## src/rtl/ucs_pkg.sv

```systemverilog
package ucs_pkg;
	// register indices (printed offsets absent, chosen here)
	localparam logic [3:0] ADDR_MODE   = 4'h0;
	localparam logic [3:0] ADDR_CTRL   = 4'h1;
	localparam logic [3:0] ADDR_BAUD   = 4'h2;
	localparam logic [3:0] ADDR_TXBUF  = 4'h3;
	localparam logic [3:0] ADDR_RXBUF  = 4'h4;
	localparam logic [3:0] ADDR_STATUS = 4'h5;
	localparam logic [3:0] ADDR_IRQ    = 4'h6;
	// serial mode field encodings
	localparam logic [2:0] MODE_OFF    = 3'h0;
	localparam logic [2:0] MODE_CLKD   = 3'h1;
	localparam logic [2:0] MODE_BUS    = 3'h6;
	localparam logic [2:0] MODE_CARD   = 3'h5;
	// mode register field positions
	localparam int MB_CLOCK_SOURCE_SELECT = 3;
	localparam int MB_STOP_BIT_COUNT  = 4;
	localparam int MB_PRY   = 5;
	localparam int MB_PARITY_ENABLE  = 6;
	// control register field positions
	localparam int CB_TXEN  = 0;
	localparam int CB_RXEN  = 1;
	localparam int CB_IRS   = 2;
	localparam int CB_ERE   = 3;
	localparam int CB_ORDER = 4;
	localparam int CB_INV   = 5;
	localparam int CB_CLOCK_PHASE_SELECT  = 6;
	localparam int CB_CLOCK_POLARITY_SELECT = 7;
	localparam int CB_COLLISION_SAMPLE_SELECT = 8;
	localparam int CB_TX_ENABLE_AUTOCLEAR  = 9;
	localparam int CB_SSS   = 10;
	localparam int CB_CE0   = 11;
	localparam int CB_CE1   = 12;
	// irq register bits: tx, rx, collision; write 1 clears
	localparam int IB_TX  = 0;
	localparam int IB_RX  = 1;
	localparam int IB_COL = 2;
	localparam logic [3:0] OVS = 4'hf;     // 16 ticks per bit, minus one
	localparam logic [3:0] CHAR_BITS = 4'hb; // start, 9 data/parity, stop
	localparam logic [1:0] CHAN_ID = 2'h2;
	typedef enum logic [2:0] {
		TX_IDLE = 3'b001,
		TX_WAIT = 3'b010,
		TX_SEND = 3'b100
	} ucs_txst_t;
	typedef enum logic [1:0] {
		RX_IDLE = 2'b01,
		RX_RECV = 2'b10
	} ucs_rxst_t;
	typedef struct packed {
		logic [3:0]  addr;
		logic [15:0] wdata;
		logic        wr;
		logic        rd;
	} ucs_bus_t;
	typedef struct packed {
		logic [7:0]  mode;
		logic [12:0] ctrl;
		logic [7:0]  baud;
		logic [8:0]  txbuf;
		logic        tx_empty;
		logic [8:0]  rxbuf;
		logic        rx_full;
		logic        ovr;
		logic        frm;
		logic        par;
		logic [2:0]  irq;
		logic [7:0]  bdiv;
		logic [3:0]  tick;
		logic        bclk_pulse;
		logic        ext_q;
		ucs_txst_t   txst;
		logic [10:0] tsh;
		logic [3:0]  tcnt;
		logic        txd;
		logic        sin_q;
		ucs_rxst_t   rxst;
		logic [3:0]  rtick;
		logic [3:0]  rcnt;
		logic [9:0]  rsh;
		logic        err_sig;
		logic        tout;
		logic [15:0] rdata;
		logic        irq_out;
	} ucs_state_t;
endpackage

```

## src/rtl/ucs_core.sv

```systemverilog
`timescale 1ns/1ps
module ucs_core (
	input  wire logic            clk,
	input  wire logic            rst_n,
	input  wire ucs_pkg::ucs_bus_t bus,
	output logic [15:0]          rd_data,
	input  wire logic            serial_in_pin,
	input  wire logic            ext_clock_pin,
	input  wire logic            timer_underflow,
	output logic                 serial_out_pin,
	output logic                 irq_request
);
	ucs_pkg::ucs_state_t s_r;
	ucs_pkg::ucs_state_t s_nxt;
	logic card;
	logic busm;
	logic inv;
	logic cmp_en;
	logic [8:0] txd_w;
	logic [7:0] rdat;
	logic       rpar;
	logic       coll;
	logic       adv;

	// channel 2 needs no enable bit; channels 0 and 1 do
	localparam logic CHAN_ID_OK = ucs_pkg::CHAN_ID == 2'h2;

	// mode decode
	assign card = s_r.mode[2:0] == ucs_pkg::MODE_CARD;
	assign busm = s_r.mode[2:0] == ucs_pkg::MODE_BUS;
	assign inv  = s_r.ctrl[ucs_pkg::CB_INV];

	// collision judged on each bit clock pulse or at timer underflow
	assign cmp_en = s_r.ctrl[ucs_pkg::CB_COLLISION_SAMPLE_SELECT] ? timer_underflow : s_r.bclk_pulse;
	assign coll = busm && s_r.txst == ucs_pkg::TX_SEND && cmp_en
		&& (s_r.txd != serial_in_pin);

	// bit-reversed received data for msb-first
	always_comb begin
		for (int i = 0; i < 8; i++) begin
			rdat[i] = s_r.ctrl[ucs_pkg::CB_ORDER] ? s_r.rsh[8 - i] : s_r.rsh[1 + i];
		end
		rpar = ^s_r.rsh[9:1] ^ s_r.mode[ucs_pkg::MB_PRY]; // 1 means parity good
		txd_w = 9'h000;
		for (int i = 0; i < 8; i++) begin
			txd_w[i] = s_r.ctrl[ucs_pkg::CB_ORDER] ? s_r.txbuf[7 - i] : s_r.txbuf[i];
		end
		txd_w[8] = s_r.mode[ucs_pkg::MB_PARITY_ENABLE] ?
			(^s_r.txbuf[7:0] ^ ~s_r.mode[ucs_pkg::MB_PRY]) : s_r.txbuf[8];
	end

	// whole block next state
	always_comb begin
		s_nxt = s_r;
		adv = 1'b0;
		s_nxt.bclk_pulse = 1'b0;
		s_nxt.ext_q = ext_clock_pin;
		s_nxt.sin_q = serial_in_pin;
		// baud: source divided by n+1, then 16 ticks per bit
		if (!s_r.mode[ucs_pkg::MB_CLOCK_SOURCE_SELECT] || (ext_clock_pin && !s_r.ext_q)) begin
			if (s_r.bdiv == 8'h00) begin
				s_nxt.bdiv = s_r.baud;
				s_nxt.tick = s_r.tick + 4'h1;
				adv = 1'b1; // one 16x tick per advance, whatever the source
				if (s_r.tick == ucs_pkg::OVS) begin
					s_nxt.bclk_pulse = 1'b1;
				end
			end else begin
				s_nxt.bdiv = s_r.bdiv - 8'h01;
			end
		end
		// transmitter
		case (s_r.txst)
			ucs_pkg::TX_IDLE: begin
				if (s_r.ctrl[ucs_pkg::CB_TXEN] && !s_r.tx_empty) begin
					s_nxt.txst = ucs_pkg::TX_WAIT;
				end
			end
			ucs_pkg::TX_WAIT: begin
				if (!s_r.ctrl[ucs_pkg::CB_TXEN]) begin
					s_nxt.txst = ucs_pkg::TX_IDLE;
				end else if (busm && s_r.ctrl[ucs_pkg::CB_SSS] ?
						(serial_in_pin && !s_r.sin_q) : s_r.bclk_pulse) begin
					s_nxt.txst = ucs_pkg::TX_SEND;
					s_nxt.tsh = {1'b1, txd_w, 1'b0}; // one char per bus bit
					s_nxt.tcnt = 4'h0;
					s_nxt.tx_empty = 1'b1;
				end
			end
			ucs_pkg::TX_SEND: begin
				if (s_r.bclk_pulse) begin
					s_nxt.txd = s_r.tsh[0] ^ (inv && s_r.tcnt != 4'h0
						&& s_r.tcnt != ucs_pkg::CHAR_BITS - 4'h1);
					s_nxt.tsh = {1'b1, s_r.tsh[10:1]};
					s_nxt.tcnt = s_r.tcnt + 4'h1;
					// one pulse past the stop bit: finish, keep the line high
					if (s_r.tcnt == ucs_pkg::CHAR_BITS) begin
						s_nxt.txst = ucs_pkg::TX_IDLE;
						s_nxt.txd = 1'b1;
						// raised on the edge after stop
						if (s_r.ctrl[ucs_pkg::CB_IRS]) begin
							s_nxt.irq[ucs_pkg::IB_TX] = 1'b1;
						end
					end
				end
			end
			default: s_nxt.txst = ucs_pkg::TX_IDLE;
		endcase
		if (s_r.txst != ucs_pkg::TX_SEND) begin
			s_nxt.txd = 1'b1;
		end
		// receiver: mid-bit sampling on 16x tick
		case (s_r.rxst)
			ucs_pkg::RX_IDLE: begin
				if (s_r.ctrl[ucs_pkg::CB_RXEN] && !serial_in_pin && !busm) begin
					s_nxt.rxst = ucs_pkg::RX_RECV;
					s_nxt.rtick = s_r.tick + 4'h8;
					s_nxt.rcnt = 4'h0;
				end
			end
			ucs_pkg::RX_RECV: begin
				// sample once per bit, only on the cycle the tick advances
				if (adv && s_r.tick == s_r.rtick) begin
					s_nxt.rsh = {serial_in_pin ^ (inv && s_r.rcnt != 4'h0), s_r.rsh[9:1]};
					s_nxt.rcnt = s_r.rcnt + 4'h1;
					if (s_r.rcnt == ucs_pkg::CHAR_BITS - 4'h2 && s_r.rx_full) begin
						s_nxt.ovr = 1'b1;
					end
					if (s_r.rcnt == ucs_pkg::CHAR_BITS - 4'h1) begin
						s_nxt.rxst = ucs_pkg::RX_IDLE;
						s_nxt.frm = s_r.frm | !serial_in_pin;
						if (!s_r.rx_full) begin
							s_nxt.rxbuf = {s_r.rsh[9], rdat};
							s_nxt.rx_full = 1'b1;
							s_nxt.irq[ucs_pkg::IB_RX] = 1'b1;
							if (s_r.mode[ucs_pkg::MB_PARITY_ENABLE] && !rpar) begin
								s_nxt.par = 1'b1;
								if (s_r.ctrl[ucs_pkg::CB_ERE] && card) begin
									s_nxt.err_sig = 1'b1;
								end
							end
						end
					end
				end
			end
			default: s_nxt.rxst = ucs_pkg::RX_IDLE;
		endcase
		// bus writes; hardware sets above win over clears
		if (bus.wr) begin
			case (bus.addr)
				ucs_pkg::ADDR_MODE: s_nxt.mode = bus.wdata[7:0];
				ucs_pkg::ADDR_CTRL: s_nxt.ctrl = bus.wdata[12:0];
				ucs_pkg::ADDR_BAUD: s_nxt.baud = bus.wdata[7:0];
				ucs_pkg::ADDR_TXBUF: begin
					s_nxt.txbuf = bus.wdata[8:0];
					s_nxt.tx_empty = 1'b0;
				end
				ucs_pkg::ADDR_IRQ: s_nxt.irq = s_r.irq & ~bus.wdata[2:0] | (s_nxt.irq & ~s_r.irq);
				default: ;
			endcase
		end
		// collision flag and autoclear of transmit enable
		if (coll && (s_r.ctrl[ucs_pkg::CB_CE0] || s_r.ctrl[ucs_pkg::CB_CE1]
				|| CHAN_ID_OK)) begin
			s_nxt.irq[ucs_pkg::IB_COL] = 1'b1;
			if (s_r.ctrl[ucs_pkg::CB_TX_ENABLE_AUTOCLEAR]) begin
				s_nxt.ctrl[ucs_pkg::CB_TXEN] = 1'b0;
			end
		end
		// read data, one cycle later
		s_nxt.rdata = 16'h0000;
		if (bus.rd) begin
			case (bus.addr)
				ucs_pkg::ADDR_MODE:   s_nxt.rdata = {8'h00, s_r.mode};
				ucs_pkg::ADDR_CTRL:   s_nxt.rdata = {3'h0, s_r.ctrl};
				ucs_pkg::ADDR_BAUD:   s_nxt.rdata = {8'h00, s_r.baud};
				ucs_pkg::ADDR_TXBUF:  s_nxt.rdata = {7'h00, s_r.txbuf};
				ucs_pkg::ADDR_RXBUF: begin
					s_nxt.rdata = {7'h00, s_r.rxbuf};
					s_nxt.rx_full = 1'b0;
					s_nxt.err_sig = 1'b0;
					if (s_r.err_sig) begin
						s_nxt.par = 1'b0;
					end
				end
				ucs_pkg::ADDR_STATUS: s_nxt.rdata = {9'h000, s_r.tx_empty, s_r.rx_full,
					s_r.ovr | s_r.frm | s_r.par, s_r.par, s_r.frm, s_r.ovr,
					serial_in_pin}; // bit 0 is the input line level; sum flag is bit 4
				ucs_pkg::ADDR_IRQ:    s_nxt.rdata = {13'h0000, s_r.irq};
				default:              s_nxt.rdata = 16'h0000;
			endcase
		end
		s_nxt.tout = s_nxt.txd & ~s_nxt.err_sig;
		s_nxt.irq_out = |s_nxt.irq;
	end

	// state register; reset leaves tx buffer empty and line idle high
	always_ff @(posedge clk or negedge rst_n) begin
		if (!rst_n) begin
			s_r          <= '0;
			s_r.txst     <= ucs_pkg::TX_IDLE;
			s_r.rxst     <= ucs_pkg::RX_IDLE;
			s_r.tx_empty <= 1'b1;
			s_r.txd      <= 1'b1;
			s_r.tout     <= 1'b1;
			s_r.sin_q    <= 1'b1;
		end else begin
			s_r <= s_nxt;
		end
	end

	assign rd_data        = s_r.rdata;
	assign serial_out_pin = s_r.tout;
	assign irq_request    = s_r.irq_out;
endmodule

```

## config.mk

```make
export PLATFORM = sky130hd
export DESIGN_NAME = ucs_core
export DESIGN_NICKNAME = d
export VERILOG_FILES = /design/src/rtl/ucs_pkg.sv /design/src/rtl/ucs_core.sv
export SDC_FILE = /design/constraint.sdc
export NUM_CORES = 1
export LEC_CHECK = 0
export BUFFER_PORTS_ARGS = -buffer_cell sky130_fd_sc_hd__buf_2
export CORE_ASPECT_RATIO = 0.7
export CORE_MARGIN = 2
export CORE_UTILIZATION = 45
export DETAILED_ROUTE_END_ITERATION = 8
export GPL_ROUTABILITY_DRIVEN = 0
export PLACE_DENSITY = 0.58
export SETUP_SLACK_MARGIN = 0.15
export SLEW_MARGIN = 10
export SYNTH_ARGS = -nofsm -noshare
export SYNTH_HDL_FRONTEND = slang
export SYNTH_SLANG_ARGS = --single-unit
```

## constraint.sdc

```tcl
create_clock -name clk -period 4 [get_ports clk]
set_input_delay 0.8 -clock clk [delete_from_list [all_inputs] [get_ports clk]]
set_output_delay 0.8 -clock clk [all_outputs]
set_load 0.01 [all_outputs]
```

== Word-level counts from Yosys, hierarchy flattened ==
Cells that the tools add are included.

* Bits in registers: 128
* Input bits: 27
* Output and inout bits: 18
* Word-level logic and storage cells: 210

* Add/subtract/negate cells: 5
* Equality and inequality tests: 30
* Mux-type cells: 83
* Bitwise operators: 16
* Reduce and logical (&&, ||, !) cells: 47

{| class="wikitable"
|+ Operators by type and width
! operator !! number
|-
| case mux 13 bit (7 select lines) || 1
|-
| 2-to-1 mux 1 bit || 58
|-
| 2-to-1 mux 19 bit || 2
|-
| 2-to-1 mux 15 bit || 2
|-
| case mux 15 bit (2 select lines) || 1
|-
| 2-to-1 mux 10 bit || 2
|-
| 2-to-1 mux 18 bit || 1
|-
| == test 4 bit, second input constant || 4
|-
| logical AND 1 bit || 16
|-
| 2-to-1 mux 8 bit || 2
|-
| 2-to-1 mux 3 bit || 5
|-
| inequality test 2 bit, second input constant || 7
|-
| AND reduction 2 bit || 7
|-
| 2-to-1 mux 13 bit || 1
|-
| adder 4 x 1 -> 4 bit, second input constant || 3
|-
| == test 4 x 3 -> 1 bit, second input constant || 3
|-
| AND reduction 3 bit || 4
|-
| AND reduction 4 bit || 3
|-
| == test 3 bit, second input constant || 3
|-
| case mux 3 bit (3 select lines) || 1
|-
| parity 9 bit || 1
|-
| == test 4 x 2 -> 1 bit, second input constant || 2
|-
| zero test 8 bit || 1
|-
| 2-to-1 mux 4 bit || 2
|-
| 29 further kinds || 49
|}

== Depth between registers and ports, before layout ==
* Word-level depth: 13
* Depth in mapped cells: 9
* Mapped depth without buffers: 7

== Least setup slack after synthesis ==
No wires, ideal clock.

* Path kind: input port to flip-flop
* Start: input port bus[18] in the netlist's numbering
* End: register s_r[90] in the netlist's numbering
* Library setup time: 0.125 ns
* Arrival time: 2.138 ns
* Data required time: 3.875 ns
* Slack: 1.737 ns
* Stages on the path: 6
* Buffers on the path: 2
* Cells stage by stage: clkbuf_1 nand2_1 nor3_1 nand2_1 clkbuf_1 mux2_2

* Word-level cells in the longest chain between the ends: 2

{| class="wikitable"
|+ Ends and longest elaborated chain
! what !! RTL line !! source
|-
| start, declared || ucs_core.sv:5 || <nowiki>input wire ucs_pkg::ucs_bus_t bus,</nowiki>
|-
| == test 4 x 2 -> 1 bit || ucs_core.sv:150 || <nowiki>case (bus.addr)</nowiki>
|-
| AND reduction 2 bit (no source line) || -- ||
|-
| end signal, assigned || ucs_core.sv:208 || <nowiki>s_r <= s_nxt;</nowiki>
|-
| end, declared || ucs_core.sv:13 || <nowiki>ucs_pkg::ucs_state_t s_r;</nowiki>
|}

Every way passes these cells.
A chain may end at the register's enable or synchronous reset.

==> impl_summary.txt <==
----------------------------------------------------
[Global route]
  Global-route wire length before repair ... 23670 um
  Vias in the first global route ... 4366
  Gr ovfl total ... 0
  Global-route met1 utilization ... 32.21%
  Layer with the highest usage after global routing ... met1
  Initial antenna violation count ... 0
  Largest net degree at the start of global routing ... 67
  All-Layer GR Usage ... 21.66%
  Met2 track utilization from global routing ... 32.20%
  Met3 Track Usage GR ... 4.870%

[Pwr]
  Worst vdd rail ir drop ... 284.2 uV
  Static leakage ... 3.084 nW
  Final total power ... 0.003772 W
  Cell area power density ... 541.5 mW/mm^2

[Clocking]
  Clk sink count ... 124
  Clock tree root buffer cell ... sky130_fd_sc_hd__clkbuf_16
  CTS tree ... done
  Post CTS Setup Buffer Count ... 0
  Number of buffers created by CTS ... 17
  Number of buffers on the longest clock path ... 2
  CTS H-tree depth ... 4
  Clock slew at reported path FFs ... 0.06 ns
  Count of cells resized by post-cts repair ... 0
  Hold-fix buffer count after cts ... 0
  Skew-Pair Late Insertion Delay ... 0.41 ns

[Yosys]
  Most instantiated library cell after synthesis ... sky130_fd_sc_hd__dfrtp_1
  Yosys Warn Count ... 0
  Arithmetic-cell share of the synthesized area counting full adders, half adders and majority gates ... 2.036%
  Share of cell area taken by muxes after synthesis ... 12.70%
  Mean cell area of the mapped netlist ... 11.07 um^2
  Share of synthesized cell area in and, or, nand and nor gates ... 12.85%
  Flip-flop and latch count after synthesis ... 124
  List of most frequent post-synthesis cells ... 118 x sky130_fd_sc_hd__dfrtp_1, 55 x sky130_fd_sc_hd__nand2_1, 48 x sky130_fd_sc_hd__mux2_2
  Number of synthesized flops with an enable pin ... 0
  Synth Area in XOR/XNOR ... 4.214%
  Netlist area before placement ... 0.006146 mm^2
  Cells after synthesis ... 555
  Complex-gate fraction of the synthesized area ... 12.68%
  Top cells by area in the synthesized netlist ... sky130_fd_sc_hd__dfrtp_1 48%, sky130_fd_sc_hd__mux2_2 8.8%, sky130_fd_sc_hd__mux2i_1 3.9%, sky130_fd_sc_hd__nand2_1 3.4%, sky130_fd_sc_hd__xnor2_1 3.0%
  Share of async-settable or async-resettable flops after synthesis ... 100.0%
  Number of distinct library cells after synthesis ... 67
  Sequential share of the synthesized area ... 50.61%
  Synth top area share ... 48.05%
  Cell taking the most area after synthesis ... sky130_fd_sc_hd__dfrtp_1
  Largest family of logic cells by synthesized area ... simple AND/OR/NAND/NOR gates
  Dominant synthesized flop cell ... sky130_fd_sc_hd__dfrtp_1

[Route]
  Router iterations before antenna repair ... 5
  Post-Route WL ... 14690 um
  DR WL/cell ... 18.76 um
  Drt initial violations ... 321
  DRC ... 0
  Detail Route Antenna Nets ... 0
  Routed via count divided by cell count ... 5.559
  Via count ... 4353

[Run status]
  Status ... complete, no violations

[Timing]
  Time the final worst path needs with I/O delays and setup ... 2.509 ns
  Ratio of final minimum period to clock period ... 62.72%
  Max-slew violation total from the final report ... 0
  Worst-Margin Slew ... 1.036 ns
  Worst max-slew margin expressed relative to the limit ... 30.71%
  Unrepaired setup endpoints after global routing ... false
  Count of final hold-check violations ... 0
  Achievable clock frequency ... 0.3986 GHz
  Skew final ... 0.008042 ns
  Setup violations, final ... 0
  Sum of negative setup slack ... 0 ns

[Floorplan]
  Area inside the core boundary ... 0.01327 mm^2
  DIE AREA ... 0.01462 mm^2
  Row count ... 35
  Number of placed I/O pins ... 45
  Starting utilization of the core area ... 46.32%
  Die width ... 143.7 um
  Vertical die dimension ... 101.8 um

[Setup path]
  Arrival time of data at the critical path endpoint ... 2.86 ns
  Worst-case reg-to-reg path depth ... 7
  Type of the worst setup path ... flop to flop
  Element type at the critical path end ... flop
  Element type at the critical path start ... flop
  Maximum fanout encountered on the critical timing path ... 18
  Critical path required time ... 4.35 ns

[Flow run]
  Reported max-cap violation count ... 0

[Layout]
  FILL cells ... 1190
  Fin area ... 0.006967 mm^2
  Post-synthesis to final-layout area growth ... 13.36%
  Net count of the finished layout ... 622
  Proportion of layout cells with a drive suffix above 1 ... 24.08%
  Final design utilization ... 52.50%
  Final antenna diode count ... 0

[Placement]
  Placed wire-length estimate ... 10690 um
  Quantity of I/O buffers inserted on ports ... 38
  Dpl cell area ... 0.006415 mm^2

[Worst hold path]
  Cell depth of the worst hold path ... 1
  Class of the most critical hold timing path ... flop to flop

----------------------------------------------------
-- layer usage --
metal | vias up | wire [um]
met5 | - | 0
li1 | 2031 | -
met3 | 11 | 735
met1 | 2198 | 7513
met2 | 113 | 6294
met4 | 0 | 146
-- layout make-up --
class	instances	area (um^2)	share of cell area, %
inverter	20	75.07	1.078
timing repair buffer	46	252.7	3.628
tap	185	231.5	3.323
clock inverter	15	126.4	1.814
clock buffer	17	425.4	6.106
sequential	124	3110	44.65
multi-input combinational	376	2745	39.40
-- state kept, by name, summed over array words and instances, names as in the netlist --
name / count
s_r: 108
serial_out_pin: 1
inv: 1
rd_data: 13
irq_request: 1
-- placed cells by master, fill, tap and decap left out, types with 11 or more instances in the layout --
master	count
sky130_fd_sc_hd__dfrtp_1	118
sky130_fd_sc_hd__inv_1	20
sky130_fd_sc_hd__mux2i_1	24
sky130_fd_sc_hd__mux2_2	48
sky130_fd_sc_hd__nand2_1	55
sky130_fd_sc_hd__buf_2	37
sky130_fd_sc_hd__nor2_1	25
sky130_fd_sc_hd__xnor2_1	21
sky130_fd_sc_hd__clkbuf_16	17
sky130_fd_sc_hd__o21ai_0	19
sky130_fd_sc_hd__a21oi_1	20
sky130_fd_sc_hd__o21a_1	11
-- critical path, stage by stage (launching register included) --
cell	delay, ns
sky130_fd_sc_hd__dfrtp_1	0.41
sky130_fd_sc_hd__inv_1	0.09
sky130_fd_sc_hd__ha_1	0.16
sky130_fd_sc_hd__nor4b_4	0.42
sky130_fd_sc_hd__o211ai_4	0.22
sky130_fd_sc_hd__or3_1	0.73
sky130_fd_sc_hd__a21oi_4	0.27
sky130_fd_sc_hd__or3_1	0.14
-- metrics by stage --
step | cells | hold slack (ns) | setup WS [ns]
2_1_floorplan | 557 | 0.4288 | 1.737
3_3_place_gp | 751 | 0.4392 | 1.323
3_5_place_dp | 751 | 0.4548 | 1.288
4_1_cts | 783 | 0.4653 | 1.487
5_1_grt | 783 | 0.4827 | 1.338
6_report | 783 | 0.4583 | 1.491
-- where the power goes --
part	internal [W]	leakage, nW	switching [W]
clock network	0.000850	0.269	0.000569
logic	0.000329	1.29	0.000327
registers	0.00144	1.53	0.000256
-- cell families after synthesis --
| group | after synthesis |
|---|---|
| flops | 124 |
| simple gates | 148 |
| mux | 72 |
| xor+xnor | 28 |
| other cells | 1 |
| fa+ha+maj | 10 |
| buf+inv | 57 |
| compound gates | 115 |
-- path summary, 6_finish.rpt --
kind | from | endpoint | slack (ns)
worst max-delay path | s_r[65] | irq_request | 1.49
worst min-delay path | s_r[116] | s_r[107] | 0.46
worst max register to register | s_r[65] | irq_request | 1.49
worst min register to register | s_r[116] | s_r[107] | 0.46
max in group asynchronous | rst_n | s_r[89] | 2.57
min in group asynchronous | rst_n | s_r[62] | 0.50
Note: power is estimated with default switching activity, not from simulation.
